`config.mk`:
```
export PLATFORM = sky130hd
export DESIGN_NAME = fdcrs_top
export DESIGN_NICKNAME = d
export VERILOG_FILES = /design/src/hw/fdcrs_pkg.sv /design/src/hw/fdcrs_top.sv
export SDC_FILE = /design/constraint.sdc
export NUM_CORES = 1
export LEC_CHECK = 0
export BUFFER_PORTS_ARGS = -buffer_cell sky130_fd_sc_hd__buf_2
export CAP_MARGIN = 20
export CELL_PAD_IN_SITES_DETAIL_PLACEMENT = 1
export CELL_PAD_IN_SITES_GLOBAL_PLACEMENT = 1
export CORE_UTILIZATION = 44
export DETAILED_ROUTE_END_ITERATION = 16
export PLACE_DENSITY_LB_ADDON = 0.1
export REMOVE_ABC_BUFFERS = 1
export SYNTH_ARGS = -nofsm -noshare
export SYNTH_HDL_FRONTEND = slang
export SYNTH_SLANG_ARGS = --single-unit
export TNS_END_PERCENT = 20
```
`constraint.sdc`:
```
create_clock -name pclk -period 4.5 [get_ports pclk]
set_input_delay 0.9 -clock pclk [delete_from_list [all_inputs] [get_ports pclk]]
set_output_delay 0.9 -clock pclk [all_outputs]
set_load 0.1 [all_outputs]
```
`src/hw/fdcrs_pkg.sv`:
```
// Constants, types and command decoding for the result status reporting block
`default_nettype none
package fdcrs_pkg;
   // ************************************************************
   // Register map (byte addresses on the APB bus)
   // ************************************************************
   localparam logic [7:0] FDCRS_CMD = 8'h00;  // Command word, write
   localparam logic [7:0] FDCRS_MSR = 8'h04;  // Main status, read
   localparam logic [7:0] FDCRS_RES = 8'h08;  // Result byte, read pops
   localparam logic [7:0] FDCRS_ST0 = 8'h0C;  // result_status_zero
   localparam logic [7:0] FDCRS_ST1 = 8'h10;  // result_status_one
   localparam logic [7:0] FDCRS_ISR = 8'h14;  // Sticky events, write one to clear
   localparam logic [7:0] FDCRS_IMR = 8'h18;  // Event mask

   // ************************************************************
   // Field positions, values and counts
   // ************************************************************
   localparam int         FDCRS_MSR_RQM     = 7;      // master_request_bit
   localparam int         FDCRS_MSR_DIO     = 6;      // transfer_direction_bit
   localparam int         FDCRS_MSR_BUSY    = 4;
   localparam int         FDCRS_ST1_EOC     = 7;
   localparam int         FDCRS_ST1_CRC     = 5;      // crc_fault_flag
   localparam int         FDCRS_EV_RES      = 0;
   localparam int         FDCRS_EV_POS      = 1;
   localparam int         FDCRS_EV_RDY      = 2;
   localparam logic [1:0] FDCRS_TERM_OK     = 2'h0;
   localparam logic [1:0] FDCRS_TERM_ABN    = 2'h1;
   localparam logic [1:0] FDCRS_TERM_INV    = 2'h2;
   localparam logic [1:0] FDCRS_TERM_RDY    = 2'h3;
   localparam logic [7:0] FDCRS_ST0_INVALID = 8'h80;
   localparam logic [7:0] FDCRS_BYTE_RST    = 8'h00;
   localparam logic [2:0] FDCRS_EV_RST      = 3'h0;
   localparam int         FDCRS_RECAL_STEPS = 77;

   // ************************************************************
   // Opcodes (low five bits of the command byte)
   // ************************************************************
   localparam logic [4:0] OP_SPECIFY   = 5'h03;
   localparam logic [4:0] OP_SENSE_DRV = 5'h04;
   localparam logic [4:0] OP_RECAL     = 5'h07;
   localparam logic [4:0] OP_SENSE_INT = 5'h08;
   localparam logic [4:0] OP_SEEK      = 5'h0F;

   // ************************************************************
   // Types
   // ************************************************************
   typedef struct packed {
      logic [1:0] term;        // termination_code
      logic       seek_done;   // positioning_done_flag
      logic       fault;       // drive_fault_flag
      logic       not_rdy;     // drive_not_ready_flag
      logic       head;        // head_side_flag
      logic       unit_hi;     // unit_sel_hi
      logic       unit_lo;     // unit_sel_lo
   } fdcrs_st0_t;

   typedef struct packed {
      logic fault;
      logic wprot;
      logic ready;
      logic track0;
      logic two_side;
   } fdcrs_drv_t;

   typedef enum {PH_CMD, PH_EXEC, PH_RES} fdcrs_phase_t;

   // Data transfer commands: reads, writes, format, scans
   function automatic logic fdcrs_is_rw(input logic [4:0] op);
      case (op)
         5'h02, 5'h05, 5'h06, 5'h09, 5'h0A, 5'h0C, 5'h0D, 5'h11, 5'h19, 5'h1D: fdcrs_is_rw = 1'b1;
         default: fdcrs_is_rw = 1'b0;
      endcase
   endfunction : fdcrs_is_rw

   function automatic logic fdcrs_defined(input logic [4:0] op);
      fdcrs_defined = fdcrs_is_rw(op) || op == OP_SPECIFY || op == OP_SENSE_DRV ||
                      op == OP_RECAL || op == OP_SENSE_INT || op == OP_SEEK;
   endfunction : fdcrs_defined
endpackage : fdcrs_pkg
`default_nettype wire

```
`src/hw/fdcrs_top.sv`:
```
// Command outcome reporting: result status bytes, drive status, invalid commands
// Behaviour
// - An undefined command byte ends at once and raises no interrupt.
// - After rejection, direction and request bits of main status both read high.
// - The single result byte of a rejected command is 80H.
// - Without sense-interrupt after seek or recalibrate, the next command is undefined.
// - Drive status query is accepted any time and returns drive status byte; the code rejects it with 80H while a sense-interrupt is due.
// - Termination code 00 means normal end, 01 started but failed.
// - Code 10 means invalid never started, 11 means ready changed during execution.
// - Seek completion sets the positioning done flag, bit 5.
// - Drive fault or 77 steps without track zero sets equipment check.
// - Read or write to a not-ready drive sets the not-ready flag.
// - Read or write to side one of a single sided drive sets not-ready.
// - Bit 2 holds the head side selected when the interrupt is raised.
// - Bits 1 and 0 hold the selected unit when the interrupt is raised.
// - Bit 7 of status one marks access beyond the last sector.
// - Bit 6 of status one always reads zero.
// - Bit 5 of status one marks a checksum error in ID or data field.
// - Sense-interrupt clears the pending interrupt and reports its cause.
//
// Local design decisions: the register offsets and the APB register port.
`default_nettype none
module fdcrs_top
   import fdcrs_pkg::*;
#(
   parameter int RECAL_STEPS = FDCRS_RECAL_STEPS
) (
   // Clock and reset
   input  wire logic        pclk,
   input  wire logic        presetn,
   // APB slave
   input  wire logic [7:0]  paddr,
   input  wire logic        psel,
   input  wire logic        penable,
   input  wire logic        pwrite,
   input  wire logic [31:0] pwdata,
   output logic      [31:0] prdata,
   output logic             pready,
   output logic             pslverr,
   // Drive lines
   input  wire fdcrs_drv_t  drv,
   input  wire logic        step_pulse,
   input  wire logic        pos_done,
   // Data engine
   input  wire logic        exec_done,
   input  wire logic        exec_abnormal,
   input  wire logic        end_of_cyl,
   input  wire logic        crc_err,
   output logic             exec_go,
   output logic             pos_go,
   output logic      [1:0]  sel_unit,
   output logic             sel_head,
   // Interrupt
   output logic             irq
);

   // ************************************************************
   // State
   // ************************************************************
   fdcrs_phase_t phase;
   fdcrs_st0_t   st0;
   fdcrs_st0_t   cause;
   logic [7:0]   st1;
   logic [7:0]   res [0:1];
   logic         res_idx;
   logic         res_last;
   logic         sense_due;
   logic         pos_busy;
   logic         pos_recal;
   logic [6:0]   step_cnt;
   logic [2:0]   isr;
   logic [2:0]   imr;
   logic         rdy_q;
   logic         rdy_seen;

   // ************************************************************
   // Bus decode
   // ************************************************************
   logic       acc;
   logic       cmd_wr;
   logic       rd_res;
   logic [4:0] op;
   logic [1:0] wunit;
   logic       whead;
   logic       bad;
   logic       rdy_chg;
   logic [7:0] msr_val;
   logic [7:0] next_st1;

   // Writes and pops act only on the edge that completes the transfer
   assign acc      = psel && penable && pready;
   assign cmd_wr   = acc && pwrite && paddr == FDCRS_CMD && phase == PH_CMD;
   assign rd_res   = acc && !pwrite && paddr == FDCRS_RES && phase == PH_RES;
   assign op       = pwdata[4:0];
   assign wunit    = pwdata[9:8];
   assign whead    = pwdata[10];
   assign bad      = !fdcrs_defined(op) || (sense_due && op != OP_SENSE_INT);
   assign rdy_chg  = rdy_seen && rdy_q != drv.ready;
   assign next_st1 = st1 | {end_of_cyl, 1'b0, crc_err, 5'b0_0000};
   // Request stands except while a command executes; direction points out in result
   assign msr_val  = {phase != PH_EXEC, phase == PH_RES, 1'b0, phase != PH_CMD, 4'h0};

   // ************************************************************
   // Interrupt events
   // ************************************************************
   logic [2:0] ev_set;
   logic [2:0] ev_clr;
   logic [2:0] next_isr;
   logic       pos_fin;
   fdcrs_st0_t pos_st0;
   logic       rw_reject;

   assign rw_reject = cmd_wr && !bad && fdcrs_is_rw(op) && (!drv.ready || (whead && !drv.two_side));

   // Positioning end: track zero, seek done, step limit, or drive lost
   always_comb begin
      pos_fin = 1'b0;
      pos_st0 = {FDCRS_TERM_OK, 1'b1, drv.fault, 1'b0, sel_head, sel_unit};
      if (pos_busy) begin
         if (!drv.ready) begin
            pos_fin = 1'b1;
            pos_st0 = {FDCRS_TERM_ABN, 1'b1, drv.fault, 1'b1, sel_head, sel_unit};
         end else if (pos_recal && drv.track0) begin
            pos_fin = 1'b1;
         end else if (pos_recal && step_pulse && 32'(step_cnt) == RECAL_STEPS - 1) begin
            pos_fin = 1'b1;
            pos_st0 = {FDCRS_TERM_ABN, 1'b1, 1'b1, 1'b0, sel_head, sel_unit};
         end else if (!pos_recal && pos_done) begin
            pos_fin = 1'b1;
         end
      end
   end

   // An invalid command contributes to no event
   always_comb begin
      ev_set = FDCRS_EV_RST;
      ev_set[FDCRS_EV_RES] = rw_reject || (phase == PH_EXEC && (exec_done || rdy_chg));
      ev_set[FDCRS_EV_POS] = pos_fin;
      ev_set[FDCRS_EV_RDY] = rdy_chg && phase != PH_EXEC;
      ev_clr = FDCRS_EV_RST;
      if (acc && pwrite && paddr == FDCRS_ISR) begin
         ev_clr = pwdata[2:0];
      end
      if (cmd_wr && !bad && op == OP_SENSE_INT) begin
         ev_clr[FDCRS_EV_POS] = 1'b1;
         ev_clr[FDCRS_EV_RDY] = 1'b1;
      end
      next_isr = (isr & ~ev_clr) | ev_set;  // A new event beats its clear
   end

   // Sticky status, mask and the interrupt line
   always_ff @(posedge pclk or negedge presetn) begin
      if (!presetn) begin
         isr <= FDCRS_EV_RST;
         imr <= FDCRS_EV_RST;
         irq <= 1'b0;
      end else begin
         isr <= next_isr;
         irq <= |(next_isr & imr);
         if (acc && pwrite && paddr == FDCRS_IMR) begin
            imr <= pwdata[2:0];
         end
      end
   end

   // ************************************************************
   // APB answer: one wait state, then data and error from flops
   // ************************************************************
   logic [31:0] rd_val;
   logic        rd_ok;

   always_comb begin
      rd_val = '0;
      rd_ok  = 1'b1;
      case (paddr)
         FDCRS_CMD: rd_val = '0;
         FDCRS_MSR: rd_val = 32'(msr_val);
         FDCRS_RES: rd_val = 32'(res[res_idx]);
         FDCRS_ST0: rd_val = 32'(st0);
         FDCRS_ST1: rd_val = 32'(st1);
         FDCRS_ISR: rd_val = 32'(isr);
         FDCRS_IMR: rd_val = 32'(imr);
         default:   rd_ok  = 1'b0;
      endcase
   end

   always_ff @(posedge pclk or negedge presetn) begin
      if (!presetn) begin
         pready  <= 1'b0;
         prdata  <= '0;
         pslverr <= 1'b0;
      end else begin
         pready  <= psel && penable && !pready;
         pslverr <= psel && penable && !pready && !rd_ok;
         if (psel && penable && !pready && !pwrite) begin
            prdata <= rd_val;
         end
      end
   end

   // ************************************************************
   // Ready line watch
   // ************************************************************
   // First sample only arms the detector, so release from reset is no change
   always_ff @(posedge pclk or negedge presetn) begin
      if (!presetn) begin
         rdy_q    <= 1'b0;
         rdy_seen <= 1'b0;
      end else begin
         rdy_q    <= drv.ready;
         rdy_seen <= 1'b1;
      end
   end

   // ************************************************************
   // Background positioning and the pending cause
   // ************************************************************
   // One positioning runs at a time; a second seek while busy is dropped
   always_ff @(posedge pclk or negedge presetn) begin
      if (!presetn) begin
         pos_busy  <= 1'b0;
         pos_recal <= 1'b0;
         pos_go    <= 1'b0;
         step_cnt  <= '0;
         sense_due <= 1'b0;
         cause     <= FDCRS_BYTE_RST;
      end else begin
         pos_go <= 1'b0;
         if (cmd_wr && !bad && op == OP_SENSE_INT) begin
            sense_due <= 1'b0;
         end
         if (cmd_wr && !bad && (op == OP_SEEK || op == OP_RECAL) && !pos_busy) begin
            pos_busy  <= 1'b1;
            pos_recal <= op == OP_RECAL;
            pos_go    <= 1'b1;
            step_cnt  <= '0;
         end else if (pos_fin) begin
            pos_busy  <= 1'b0;
            cause     <= pos_st0;
            sense_due <= 1'b1;
         end else if (pos_busy && step_pulse) begin
            step_cnt <= step_cnt + 7'd1;
         end
         if (rdy_chg && phase != PH_EXEC && !pos_fin) begin
            cause     <= {FDCRS_TERM_RDY, 1'b0, drv.fault, !drv.ready, sel_head, sel_unit};
            sense_due <= 1'b1;
         end
      end
   end

   // ************************************************************
   // Command, execution and result phases
   // ************************************************************
   always_ff @(posedge pclk or negedge presetn) begin
      if (!presetn) begin
         phase    <= PH_CMD;
         st0      <= FDCRS_BYTE_RST;
         st1      <= FDCRS_BYTE_RST;
         res[0]   <= FDCRS_BYTE_RST;
         res[1]   <= FDCRS_BYTE_RST;
         res_idx  <= 1'b0;
         res_last <= 1'b0;
         exec_go  <= 1'b0;
         sel_unit <= 2'h0;
         sel_head <= 1'b0;
      end else begin
         exec_go <= 1'b0;
         case (phase)
            PH_CMD: begin
               if (cmd_wr) begin
                  res_idx  <= 1'b0;
                  res_last <= 1'b0;
                  if (bad) begin
                     res[0] <= FDCRS_ST0_INVALID;
                     phase  <= PH_RES;
                  end else if (op == OP_SENSE_DRV) begin
                     res[0] <= {drv.fault, drv.wprot, drv.ready, drv.track0,
                                drv.two_side, whead, wunit};
                     phase  <= PH_RES;
                  end else if (op == OP_SENSE_INT) begin
                     res[0] <= cause;
                     st0    <= cause;
                     phase  <= PH_RES;
                  end else if (fdcrs_is_rw(op)) begin
                     sel_unit <= wunit;
                     sel_head <= whead;
                     st1      <= FDCRS_BYTE_RST;
                     if (rw_reject) begin
                        st0      <= {FDCRS_TERM_ABN, 1'b0, drv.fault, 1'b1, whead, wunit};
                        res[0]   <= {FDCRS_TERM_ABN, 1'b0, drv.fault, 1'b1, whead, wunit};
                        res[1]   <= FDCRS_BYTE_RST;
                        res_last <= 1'b1;
                        phase    <= PH_RES;
                     end else begin
                        exec_go <= 1'b1;
                        phase   <= PH_EXEC;
                     end
                  end else if (op == OP_SEEK || op == OP_RECAL) begin
                     sel_unit <= wunit;
                     sel_head <= whead;
                  end
               end
            end
            PH_EXEC: begin
               st1 <= next_st1;
               if (rdy_chg || exec_done) begin
                  st0.term    <= rdy_chg ? FDCRS_TERM_RDY :
                                 (exec_abnormal ? FDCRS_TERM_ABN : FDCRS_TERM_OK);
                  st0.fault   <= drv.fault;
                  st0.not_rdy <= !drv.ready;
                  st0.head    <= sel_head;
                  {st0.unit_hi, st0.unit_lo} <= sel_unit;
                  st0.seek_done <= 1'b0;
                  res[0] <= {rdy_chg ? FDCRS_TERM_RDY : (exec_abnormal ? FDCRS_TERM_ABN : FDCRS_TERM_OK),
                             1'b0, drv.fault, !drv.ready, sel_head, sel_unit};
                  res[1]   <= next_st1;
                  res_last <= 1'b1;
                  phase    <= PH_RES;
               end
            end
            PH_RES: begin
               if (rd_res) begin
                  if (res_idx == res_last) begin
                     phase <= PH_CMD;
                  end else begin
                     res_idx <= 1'b1;
                  end
               end
            end
            default: phase <= PH_CMD;
         endcase
      end
   end
endmodule : fdcrs_top
`default_nettype wire

```
# ---- Yosys cells after proc, flatten, opt, wreduce, memory -nomap -nowiden
# Memories as Yosys holds them, arrays and structs flattened.
# Index checks and enable logic that the tools add are counted.
dict set report classes {
  n_eq_ne 36
  n_reduce_logical 72
  bitwise 9
  n_addsub 1
  n_lt_le_gt_ge 1
  n_mux 94
}
# op n
set op_table {}
lappend op_table {{2-to-1 mux 32 bit} 8}
lappend op_table {{2-to-1 mux 8 bit} 25}
lappend op_table {{one-hot mux 32 bit (3 select lines)} 1}
lappend op_table {{== test 32 x 2 -> 1 bit, second input constant} 2}
lappend op_table {{zero test 32 bit} 2}
lappend op_table {{2-to-1 mux 16 bit} 4}
lappend op_table {{one-hot mux 8 bit (6 select lines)} 1}
lappend op_table {{2-to-1 mux 7 bit} 6}
lappend op_table {{2-to-1 mux 1 bit} 38}
lappend op_table {{== test 32 x 1 -> 1 bit, second input constant} 1}
lappend op_table {{== test 32 x 3 -> 1 bit, second input constant} 1}
lappend op_table {{inequality test 32 x 2 -> 1 bit, second input constant} 1}
lappend op_table {{one-hot mux 16 bit (2 select lines)} 1}
lappend op_table {{one-hot mux 8 bit (2 select lines)} 2}
lappend op_table {{nonzero test 32 bit} 1}
lappend op_table {{logical AND 1 bit} 30}
lappend op_table {{== test 8 x 5 -> 1 bit, second input constant} 3}
lappend op_table {{inequality test 2 bit, second input constant} 10}
lappend op_table {{== test 8 x 4 -> 1 bit, second input constant} 2}
lappend op_table {{AND reduction 6 bit} 2}
lappend op_table {{nonzero test 2 bit} 6}
lappend op_table {{== test 5 x 3 -> 1 bit, second input constant} 2}
lappend op_table {{== test 5 x 4 -> 1 bit, second input constant} 2}
lappend op_table {{zero test 1 bit} 10}
lappend op_table {{30 further kinds} 52}
dict set report word_totals {
  register_bits 132
  word_cells 252
  inputBits 56
  memories 3
  mem_bits_ro 96
  output_inout_bits 40
}
# memory words word_bits rd rd_clocked_by_memory_dff write_ports line_no
set memory_table {}
lappend memory_table {{(no name shown)} 32 1 1 0 0 fdcrs_pkg.sv:69} ;# case (op)
lappend memory_table {{(no name shown)} 32 1 1 0 0 fdcrs_pkg.sv:69}
lappend memory_table {{(no name shown)} 32 1 1 0 0 fdcrs_pkg.sv:69}

# ---- Logic depth before layout (Yosys ltp)
# Gate-level depths: netlist (run 1).
dict set report depth {
  ltp_word 19
  depth_mapped 10
  depth_no_buf 8
}

# ---- Worst setup path before layout (run 1)
# OpenSTA, ideal clock, no wires.
dict set report synth_timing {
  kind {in2reg}
  start {input port pwdata[0]}
  end {register res[10] (netlist name)}
  stages 9
  n_path_buf 1
  required_ns 4.375
  setup_ns 0.125
  setup_slack_ns 1.729
  t_arrival_ns 2.646
  cell_sequence {inv_1 > ha_1 > or3_1 > a21o_1 > and2_1 > o2111ai_1 > and2_1 > buf_6 > mux2_2}
}
dict set report synth_via {
  elab_chain_len 14
  word_cells_on_any_way 34
  cone_classes {8 x eq/ne; 10 x mux; 13 x reduce/logical; 3 x memory}
}
# element line_no
set synth_rtl {}
lappend synth_rtl {{start, declared} fdcrs_top.sv:36} ;# input wire logic [31:0] pwdata,
lappend synth_rtl {{memory read (32 x 1 bit) / == test 5 x 2 -> 1 bit (equally long branches)} --}
lappend synth_rtl {{logical OR 1 bit (3 in a row)} fdcrs_pkg.sv:76} ;# fdcrs_defined = fdcrs_is_rw(op) || op == OP_SPECIFY || op == OP_SENSE_DRV ||
lappend synth_rtl {{logical OR 1 bit (2 in a row)} fdcrs_pkg.sv:77} ;# op == OP_RECAL || op == OP_SENSE_INT || op == OP_SEEK;
lappend synth_rtl {{zero test 1 bit} fdcrs_top.sv:97} ;# assign bad = !fdcrs_defined(op) || (sense_due && op != OP_SENSE_INT);
lappend synth_rtl {{logical OR 1 bit} fdcrs_top.sv:97}
lappend synth_rtl {{zero test 1 bit} fdcrs_top.sv:113} ;# assign rw_reject = cmd_wr && !bad && fdcrs_is_rw(op) && (!drv.ready || (whead && !drv.two_side));
lappend synth_rtl {{logical AND 1 bit (3 in a row)} fdcrs_top.sv:113}
lappend synth_rtl {{inequality test 5 bit (no source line)} --}
lappend synth_rtl {{AND reduction 5 bit (no source line)} --}
lappend synth_rtl {{end, declared} fdcrs_top.sv:64} ;# logic [7:0] res [0:1];
# Parallel ways exist; a longest one is shown, timed or not. The select of a mux whose other input is x is not followed.
# A chain may end at the register's enable or synchronous reset.

# ---- Worst setup path in the final report (run 1)
# Same ends and word-level chain as after synthesis.

==> out/metrics.yaml, run 1 <==
start_util_pct: 46.2
worst_slew_pin_slew_ns: 0.844
min_period_over_period_pct: 64.8
synth_area_leaders: "dfrtp_1 (43%), buf_4 (4.7%), nand2_1 (4.5%), mux2_2 (3.2%), nor2_1 (3.1%)"
fillers: 999
yosysWarnings: 0
rsz0062_at_grt: "no"
place_congestion: 0.795
nNetsFinal: 506
avgSynthCellArea_um2: 9.73
clock_latency_ns: 0.35
root_buffer: "clkbuf_8"
num_rows: 33
clk_pin_slew_ns: 0.08
finalSetupTns_ns: 0
reg2regPathDepth: 5
area_delta_synth_final_pct: 11.4
yosysSeqAreaShare_pct: 42.9
cp-endpoint: "res[10]$_DFFE_PN0P_"
numPortBuffers: 47
cts_resized: 0
syn_inst: 396
grt_pass1_wl_um: 16300
power_mw: 1.36
arrival_ns: 3.15
ys.flop_type: "dfrtp_1"
ios: 96
synth_top_area_share_pct: 42.9
drv_slew: 0
dieWidth_um: 95.6
hold_viol_final: 0
grt_use_total_pct: 23.7
worst_r2r_endpoint: "cause[0]$_DFFE_PN0P_"
cp.required_ns: 4.74
drcViolationCount: 0
grt_pass1_vias: 3189
syn_area_um2: 3850
startpoint: "pwdata[0]"
antenna_found_initial: 0
maxCapViolCount: 0
p_sw_mw: 0.419
max_slew_margin_pct: 43.7
comb_power_share_pct: 13.7
dieArea_um2: 9140
synth_seq_cells: 66
fp.coreArea_um2: 8340
vias_per_cell: 5.45
fmaxAchievable_ghz: 0.343
setup_ws_ns: 1.58
critical_path_class: "in2reg"
async_reset_ff_share_pct: 100
dpl.hpwl_um: 7400
swShare_pct: 30.7
crit_fanout: 10
pwr-share-seq_pct: 44.1
worstSetupStartpointType: "primary input"
intPower_mw: 0.946
power_density_nw_per_um2: 318
numCtsBuffers: 9
setup_viol: 0
reg2reg_slack_ns: 2.13
drtIter0Drc: 133
holdBufCountCts: 0
skew_ns: 0.00991
clockBufferDepth: 2
yosysUniqueCellTypes: 69
wl_per_cell_um: 17.5
pre_cts_ws_ns: 1.24
dr.pass1.iters: 4
hold_depth: 2
p_leak_nw: 2.01
grt_max_degree: 38
htree_levels: 3
synth_largest_area_cell: "dfrtp_1"
p_clk_share_pct: 42.2
ant_nets: 0
irDropWorstVdd_mv: 0.167
dr_total_vias: 3022
crit_path_end_kind: "flip-flop"
gr-total-overflow: 0
hold_class: "reg2reg"
routed_wl_um: 9720
status: "complete, no violations"
diodes: 0
synth_edf_count: 0
clock_sinks: 66
cts_tree: "built"
die_h_um: 95.6
r2r-start: "phase[0]$_DFFE_PN0P_"
cts_setup_buffers: 0
post-route-min-period_ns: 2.92
layout-drive-gt1-share_pct: 22.0
[through the flow]
| stage | hold WS (ns) | instance area (um^2) | cells | util, % |
|---|---|---|---|---|
| finish | 0.476 | 4290 | 554 | 51.5 |
| global route | 0.517 | 4290 | 554 | 51.5 |
| CTS | 0.484 | 4290 | 554 | 51.5 |
| detailed placement | 0.465 | 4070 | 538 | 48.8 |
| global placement | 0.460 | 4070 | 538 | 48.8 |
| floorplan | 0.457 | 3670 | 381 | - |
[power by group through the flow]
stage | Combinational [mW] | Sequential [mW] | Clock, mW
floorplan | 0.126 | 0.621 | 0
global placement | 0.184 | 0.614 | 0
detailed placement | 0.187 | 0.614 | 0
CTS | 0.188 | 0.602 | 0.585
global route | 0.201 | 0.603 | 0.617
finish | 0.187 | 0.602 | 0.576
[cells in the final DEF (no fill, tap or decap), types with 7 or more instances in the layout]
cell and n:
a22oi_1 7, xor2_1 7, buf_2 47, dfrtp_1 66, clkbuf_8 9, nand2b_1 7, conb_1 25, nand2_1 46
inv_1 19, mux2_2 11, o21ai_0 18, a21oi_1 20, nor2_1 32
[synth_stat cells (all sizes together) (4+ instances only)]
master  instances
nor2           33
o21ai          20
nor3            7
o22ai           6
xor2            7
nand2b          7
mux2i           6
nand3           5
a21oi          21
inv            19
and2            4
dfrtp          66
nor2b           6
a31oi           6
a221oi          5
nor4            4
ha              6
a22oi           8
nand2          47
buf            32
nand4           7
mux2           20
clkbuf          6
[critical path: stages]
cell       delay (ns)
buf_2            0.12
inv_1            0.13
ha_1             0.26
nand4bb_1        0.13
buf_4            0.20
a22oi_2          0.20
nand4_2          0.21
o2111ai_1        0.20
and2_1           0.41
mux2_2           0.39
[registers in the layout, summed over array words and instances, names as in the netlist]
name	count
res_last	1
rdy_seen	1
imr	3
prdata	8
sense_due	1
phase	2
st0	8
sel_unit	2
res_idx	1
exec_go	1
isr	3
irq	1
st1	2
pslverr	1
cause	8
res	10
pos_go	1
rdy_q	1
pready	1
step_cnt	7
pos_recal	1
sel_head	1
pos_busy	1
[kinds of logic after synthesis]
kind of cell             Yosys count  share of synthesized area (%)
AND/OR/NAND/NOR                  142                           20.3
AO/OA/AOI/OAI                     88                           15.9
flip-flops                        66                           42.9
buffers and inverters             57                           8.96
multiplexers                      26                           7.79
XOR/XNOR                           9                           2.05
adder cells (fa/ha/maj)            6                           1.95
other                              2                          0.195
[routing by layer]
metal	up-vias	GRT usage [%]	part of all wire [%]
met5	-	0	0
met3	10	3.27	2.9
li1	1449	-	-
met2	67	41.4	50
met1	1496	30.5	46
met4	0	6.84	1.1
[final cells by class]
type                            count  area [um^2]  share of cell area [%]
Multi-Input combinational cell    296         1940                    45.3
Sequential cell                    66         1650                    38.5
Timing Repair Buffer               52          273                    6.35
Tap cell                          105          131                    3.06
Clock buffer                        9          124                    2.88
Clock inverter                      7          100                    2.33
Inverter                           19         71.3                    1.66
[worst min-delay path by stage]
stage,startpoint,to,slack [ns]
4_1_cts,prdata[0]$_DFFE_PN0P_,prdata[0]$_DFFE_PN0P_,0.48
5_1_grt,res[14]$_DFFE_PN0P_,res[14]$_DFFE_PN0P_,0.52
3_5_place_dp,prdata[0]$_DFFE_PN0P_,prdata[0]$_DFFE_PN0P_,0.46
6_report,prdata[0]$_DFFE_PN0P_,prdata[0]$_DFFE_PN0P_,0.48
2_1_floorplan,res[13]$_DFFE_PN0P_,res[13]$_DFFE_PN0P_,0.46
3_3_place_gp,prdata[5]$_DFFE_PN0P_,prdata[5]$_DFFE_PN0P_,0.46
Power figures use the tool's default switching activity.
==> run 2: changes to the inputs <==
CORE_UTILIZATION = 41   (was 44)
clock period = 2.75 ns   (was 4.5 ns; I/O delays follow)
==> out/metrics.yaml, run 2 (same netlist as run 1, synthesis figures left out) <==
status: "complete, no violations"
fp.coreArea_um2: 9150
grt_pass1_wl_um: 15800
nNetsFinal: 515
ant_nets: 0
dr.pass1.iters: 4
clock_sinks: 66
hold_class: "in2async"
cts_resized: 0
regMostFlops: "res"
drv_slew: 0
layout-drive-gt1-share_pct: 23.6
grt_pass1_vias: 3056
setup_viol: 0
layout_common_cells: "dfrtp_1 (66), buf_2 (47), nand2_1 (46)"
path_cells: "buf_2 > inv_1 > ha_1 > or3_1 > a21o_1 > and2_1 > o2111ai_1 > and2_1 > buf_12 > mux2_1"
dieArea_um2: 9790
worstSetupStartpointType: "primary input"
holdBufCountCts: 0
root_buffer: "clkbuf_8"
grt_max_degree: 39
wl_per_cell_um: 16.9
antenna_found_initial: 0
hold_viol_final: 0
routed_wl_um: 9630
p_leak_nw: 2.07
cts_tree: "built"
rsz0062_at_grt: "no"
startpoint: "pwdata[0]"
htree_levels: 3
skew_ns: 0.00985
path_delay_family: "simple AND/OR/NAND/NOR gates"
ios: 96
seqCellArea_um2: 1650
area_delta_synth_final_pct: 15.0
cp.required_ns: 2.98
die_h_um: 99.0
dieWidth_um: 99.0
gr-total-overflow: 0
drcViolationCount: 0
maxCapViolCount: 0
num_rows: 35
numPortBuffers: 47
r2r-start: "phase[1]$_DFFE_PN0P_"
min_period_over_period_pct: 84.9
crit_fanout: 8
power_mw: 2.42
diodes: 0
drtIter0Drc: 81
worst_path_max_delay_cell: "or3_1"
dpl.hpwl_um: 7390
worst_slew_pin_slew_ns: 0.892
cts_setup_buffers: 0
start_util_pct: 42.1
clockBufferDepth: 2
arrival_ns: 2.57
path_buf_inv: 3
grt_use_total_pct: 21.4
fmaxAchievable_ghz: 0.428
clock_latency_ns: 0.35
vias_per_cell: 5.25
irDropWorstVdd_mv: 0.215
crit_path_end_kind: "flip-flop"
numCtsBuffers: 9
max_slew_margin_pct: 40.5
post-route-min-period_ns: 2.33
critical_path_class: "in2reg"
place_congestion: 0.834
largest_reg_flops: 10
max_stage_delay_ns: 0.36
dr_total_vias: 2986
layout_commonest_cell: "dfrtp_1"
multiInputGateArea_um2: 1940
fillers: 1054
crit_top_cell: "and2_1"
finalSetupTns_ns: 0
power_density_nw_per_um2: 546
clk_pin_slew_ns: 0.08
## run 2: stage by stage
step | hold WS (ns) | setup WS (ns) | utilization, % | instance area, um^2 | instances
2_1_floorplan | 0.254 | 0.0883 | - | 3670 | 381
3_3_place_gp | 0.459 | 0.0785 | 45.4 | 4160 | 553
3_5_place_dp | 0.466 | 0.0498 | 45.4 | 4160 | 553
4_1_cts | 0.334 | 0.429 | 48.4 | 4430 | 569
5_1_grt | 0.375 | 0.324 | 48.4 | 4430 | 569
6_report | 0.321 | 0.416 | 48.4 | 4430 | 569
## run 2: area by class of cell
cell class / instances / area share (%)
timing repair buffer: 61 / 7.96
inverter: 19 / 1.61
clock inverter: 6 / 3.08
multi-input combinational: 296 / 43.8
tap: 111 / 3.13
clock buffer: 10 / 3.11
sequential: 66 / 37.3
## run 2: path summary, 6_finish.rpt
path / slack (ns) / endpoint / cells after the start
min: 0.32 / pslverr$_DFF_PN0_ / 1
min in group pclk: 0.41 / phase[0]$_DFFE_PN0P_ / 2
min reg2reg: 0.48 / prdata[7]$_DFFE_PN0P_ / 2
max reg2reg: 0.53 / res[13]$_DFFE_PN0P_ / 7
max in group asynchronous: 1.65 / pos_busy$_DFFE_PN0P_ / 2
max: 0.42 / res[13]$_DFFE_PN0P_ / 10
## run 2: power breakdown
part           total [mW]  internal, mW  switching [mW]
combinational       0.313        0.0575           0.255
clock                1.12         0.722           0.397
sequential          0.986         0.978         0.00764
## run 2: layer usage
layer	GRT usage (%)	share of wire [%]
met5	0	0
met3	3.12	2.6
met2	35.4	48
met1	28.1	48
met4	8.96	1.9
==> run 3: changes to the inputs <==
ABC_AREA = 1   (was not set)
CORE_UTILIZATION = 35   (was 41)
clock period = 1.95 ns   (was 2.75 ns; I/O delays follow)
==> out/metrics.yaml, run 3 <==
async_reset_ff_share_pct: 100
syn_area_um2: 3970
dp_cells: 744
numPortBuffers: 47
crit_fanout: 6
reg2reg_slack_ns: 0.20
num_rows: 38
startpoint: "pwdata[0]"
dieWidth_um: 109
rsz0062_at_grt: "no"
regMostFlops: "res"
avgSynthCellArea_um2: 7.71
ys.flop_type: "dfrtp_1"
arrival_ns: 2.01
dieArea_um2: 11800
fin_cells: 760
routed_wl_um: 10900
power_mw: 3.76
met2_usage_pct: 36.6
synth_area_leaders: "dfrtp_1 (42%), nand2_1 (15%), o21ai_0 (6.3%), inv_1 (5.1%), buf_4 (4.5%)"
crit_path_end_kind: "flip-flop"
cp-endpoint: "st0[1]$_DFFE_PN0P_"
largest_reg_flops: 10
area_delta_synth_final_pct: 25.3
worst_r2r_endpoint: "phase[1]$_DFFE_PN0P_"
max_slew_margin_pct: 67.1
drtIter0Drc: 113
clk_pin_slew_ns: 0.06
drcViolationCount: 0
numCtsBuffers: 9
layout_common_cells: "nand2_1 (152), dfrtp_1 (66), inv_1 (54)"
cp.required_ns: 2.18
root_buffer: "clkbuf_16"
skew_ns: 0.00824
p_leak_nw: 2.66
worst_slew_pin_slew_ns: 0.489
busiest_layer: "met2"
fillers: 1395
synth.most_common_cell: "nand2_1"
dpl.hpwl_um: 8480
gr-total-overflow: 0
yosysWarnings: 0
layout_commonest_cell: "nand2_1"
grt_use_met3_pct: 3.32
cts_tree: "built"
status: "complete, no violations"
met1_usage_pct: 25.0
ant_nets: 0
die_h_um: 109
grt_pass1_wl_um: 18400
worstSetupStartpointType: "primary input"
ios: 96
vias_per_cell: 4.71
syn_inst: 515
hold_class: "in2async"
synth_top_area_share_pct: 41.6
post-route-min-period_ns: 1.78
place_congestion: 0.776
synth_seq_cells: 66
fmaxAchievable_ghz: 0.561
wl_per_cell_um: 14.3
nNetsFinal: 677
clockBufferDepth: 2
start_util_pct: 36.3
clock_sinks: 66
htree_levels: 3
synth_largest_area_cell: "dfrtp_1"
clock_latency_ns: 0.34
irDropWorstVdd_mv: 0.508
synth_edf_count: 0
grt_use_total_pct: 20.7
fp.coreArea_um2: 10900
yosysUniqueCellTypes: 36
layout-drive-gt1-share_pct: 25.8
r2r-start: "rdy_q$_DFF_PN0_"
diodes: 0
reg2regPathDepth: 10
holdBufCountCts: 0
hold_viol_final: 0
power_density_nw_per_um2: 756
synth_common_cells: "nand2_1 (154), dfrtp_1 (66), inv_1 (54)"
maxCapViolCount: 0
grt_max_degree: 67
yosysSeqAreaShare_pct: 41.6
grt_pass1_vias: 3844
antenna_found_initial: 0
setup_viol: 0
dr.pass1.iters: 4
min_period_over_period_pct: 91.4
critical_path_class: "in2reg"
drv_slew: 0
dr_total_vias: 3578
-- run 3: how the worst min path moves through the flow --
stage / startpoint / to / slack (ns) / cells past startpoint
global placement: presetn / pslverr$_DFF_PN0_ / 0.44 / 2
detailed placement: presetn / pslverr$_DFF_PN0_ / 0.44 / 2
floorplan: presetn / cause[0]$_DFFE_PN0P_ / 0.09 / 0
finish: presetn / pslverr$_DFF_PN0_ / 0.07 / 2
global route: presetn / imr[0]$_DFFE_PN0P_ / 0.1 / 2
CTS: presetn / pslverr$_DFF_PN0_ / 0.08 / 2
-- run 3: critical path, stage by stage --
cell and delay, ns:
buf_2 0.09, inv_1 0.06, ha_1 0.31, nand2_1 0.08, nand2_1 0.06, nand2_1 0.06, nand2_1 0.07, nand2_2 0.09
nand2_2 0.09, o211ai_2 0.11, inv_2 0.07, nand2_4 0.10, nand3_4 0.11, buf_4 0.17, nand3_1 0.08, nand2_1 0.06
-- run 3: cell type report --
| type | instances | area (um^2) | area share (%) |
|---|---|---|---|
| well taps | 140 | 175 | 3.52 |
| clock inverters | 6 | 66.3 | 1.33 |
| multi-input cells | 380 | 1970 | 39.6 |
| flip-flops and latches | 66 | 1650 | 33.2 |
| repair buffers | 97 | 652 | 13.1 |
| inverters | 61 | 229 | 4.60 |
| clock buffers | 10 | 229 | 4.60 |
-- run 3: what timing repair did --
| action | CTS | global route |
|---|---|---|
| resized for setup | 0 | 9 |
| buffers inserted | 0 | 0 |
| endpoints found under the setup margin | 0 | 19 |
-- run 3: per-stage QoR --
| step | setup TNS [ns] | setup slack [ns] | hold WS [ns] | util (%) | cell area [um^2] |
|---|---|---|---|---|---|
| after floorplan | -9.66 | -0.396 | 0.0944 | - | 3820 |
| after global placement | -3.28 | -0.178 | 0.440 | 42.5 | 4650 |
| after detailed placement | -6.14 | -0.275 | 0.442 | 42.5 | 4650 |
| after CTS | 0 | 0.0495 | 0.0753 | 45.2 | 4940 |
| after global routing | 0 | 0.00270 | 0.0955 | 45.5 | 4970 |
| final | 0 | 0.168 | 0.0669 | 45.5 | 4970 |
-- run 3: routing by layer --
metal / part of all wire [%] / wire, um / vias up
li1: - / - / 1814
met1: 45 / 4890 / 1696
met3: 2.9 / 319 / 13
met2: 50 / 5480 / 55
met4: 1.7 / 187 / 0
met5: 0 / 0 / -
-- run 3: cell families after synthesis --
logic type / share of synthesized area [%]
xor+xnor: 1.32
compound gates: 12.9
simple gates: 30.4
flops: 41.6
other cells: 0.189
buf+inv: 11.7
fa+ha+maj: 1.89
-- run 3: report_power, final --
group	total, mW	switching, mW	leakage [nW]	internal, mW
sequential	1.48	0.0501	0.863	1.43
clock	1.65	0.658	0.135	0.992
combinational	0.633	0.472	1.66	0.161
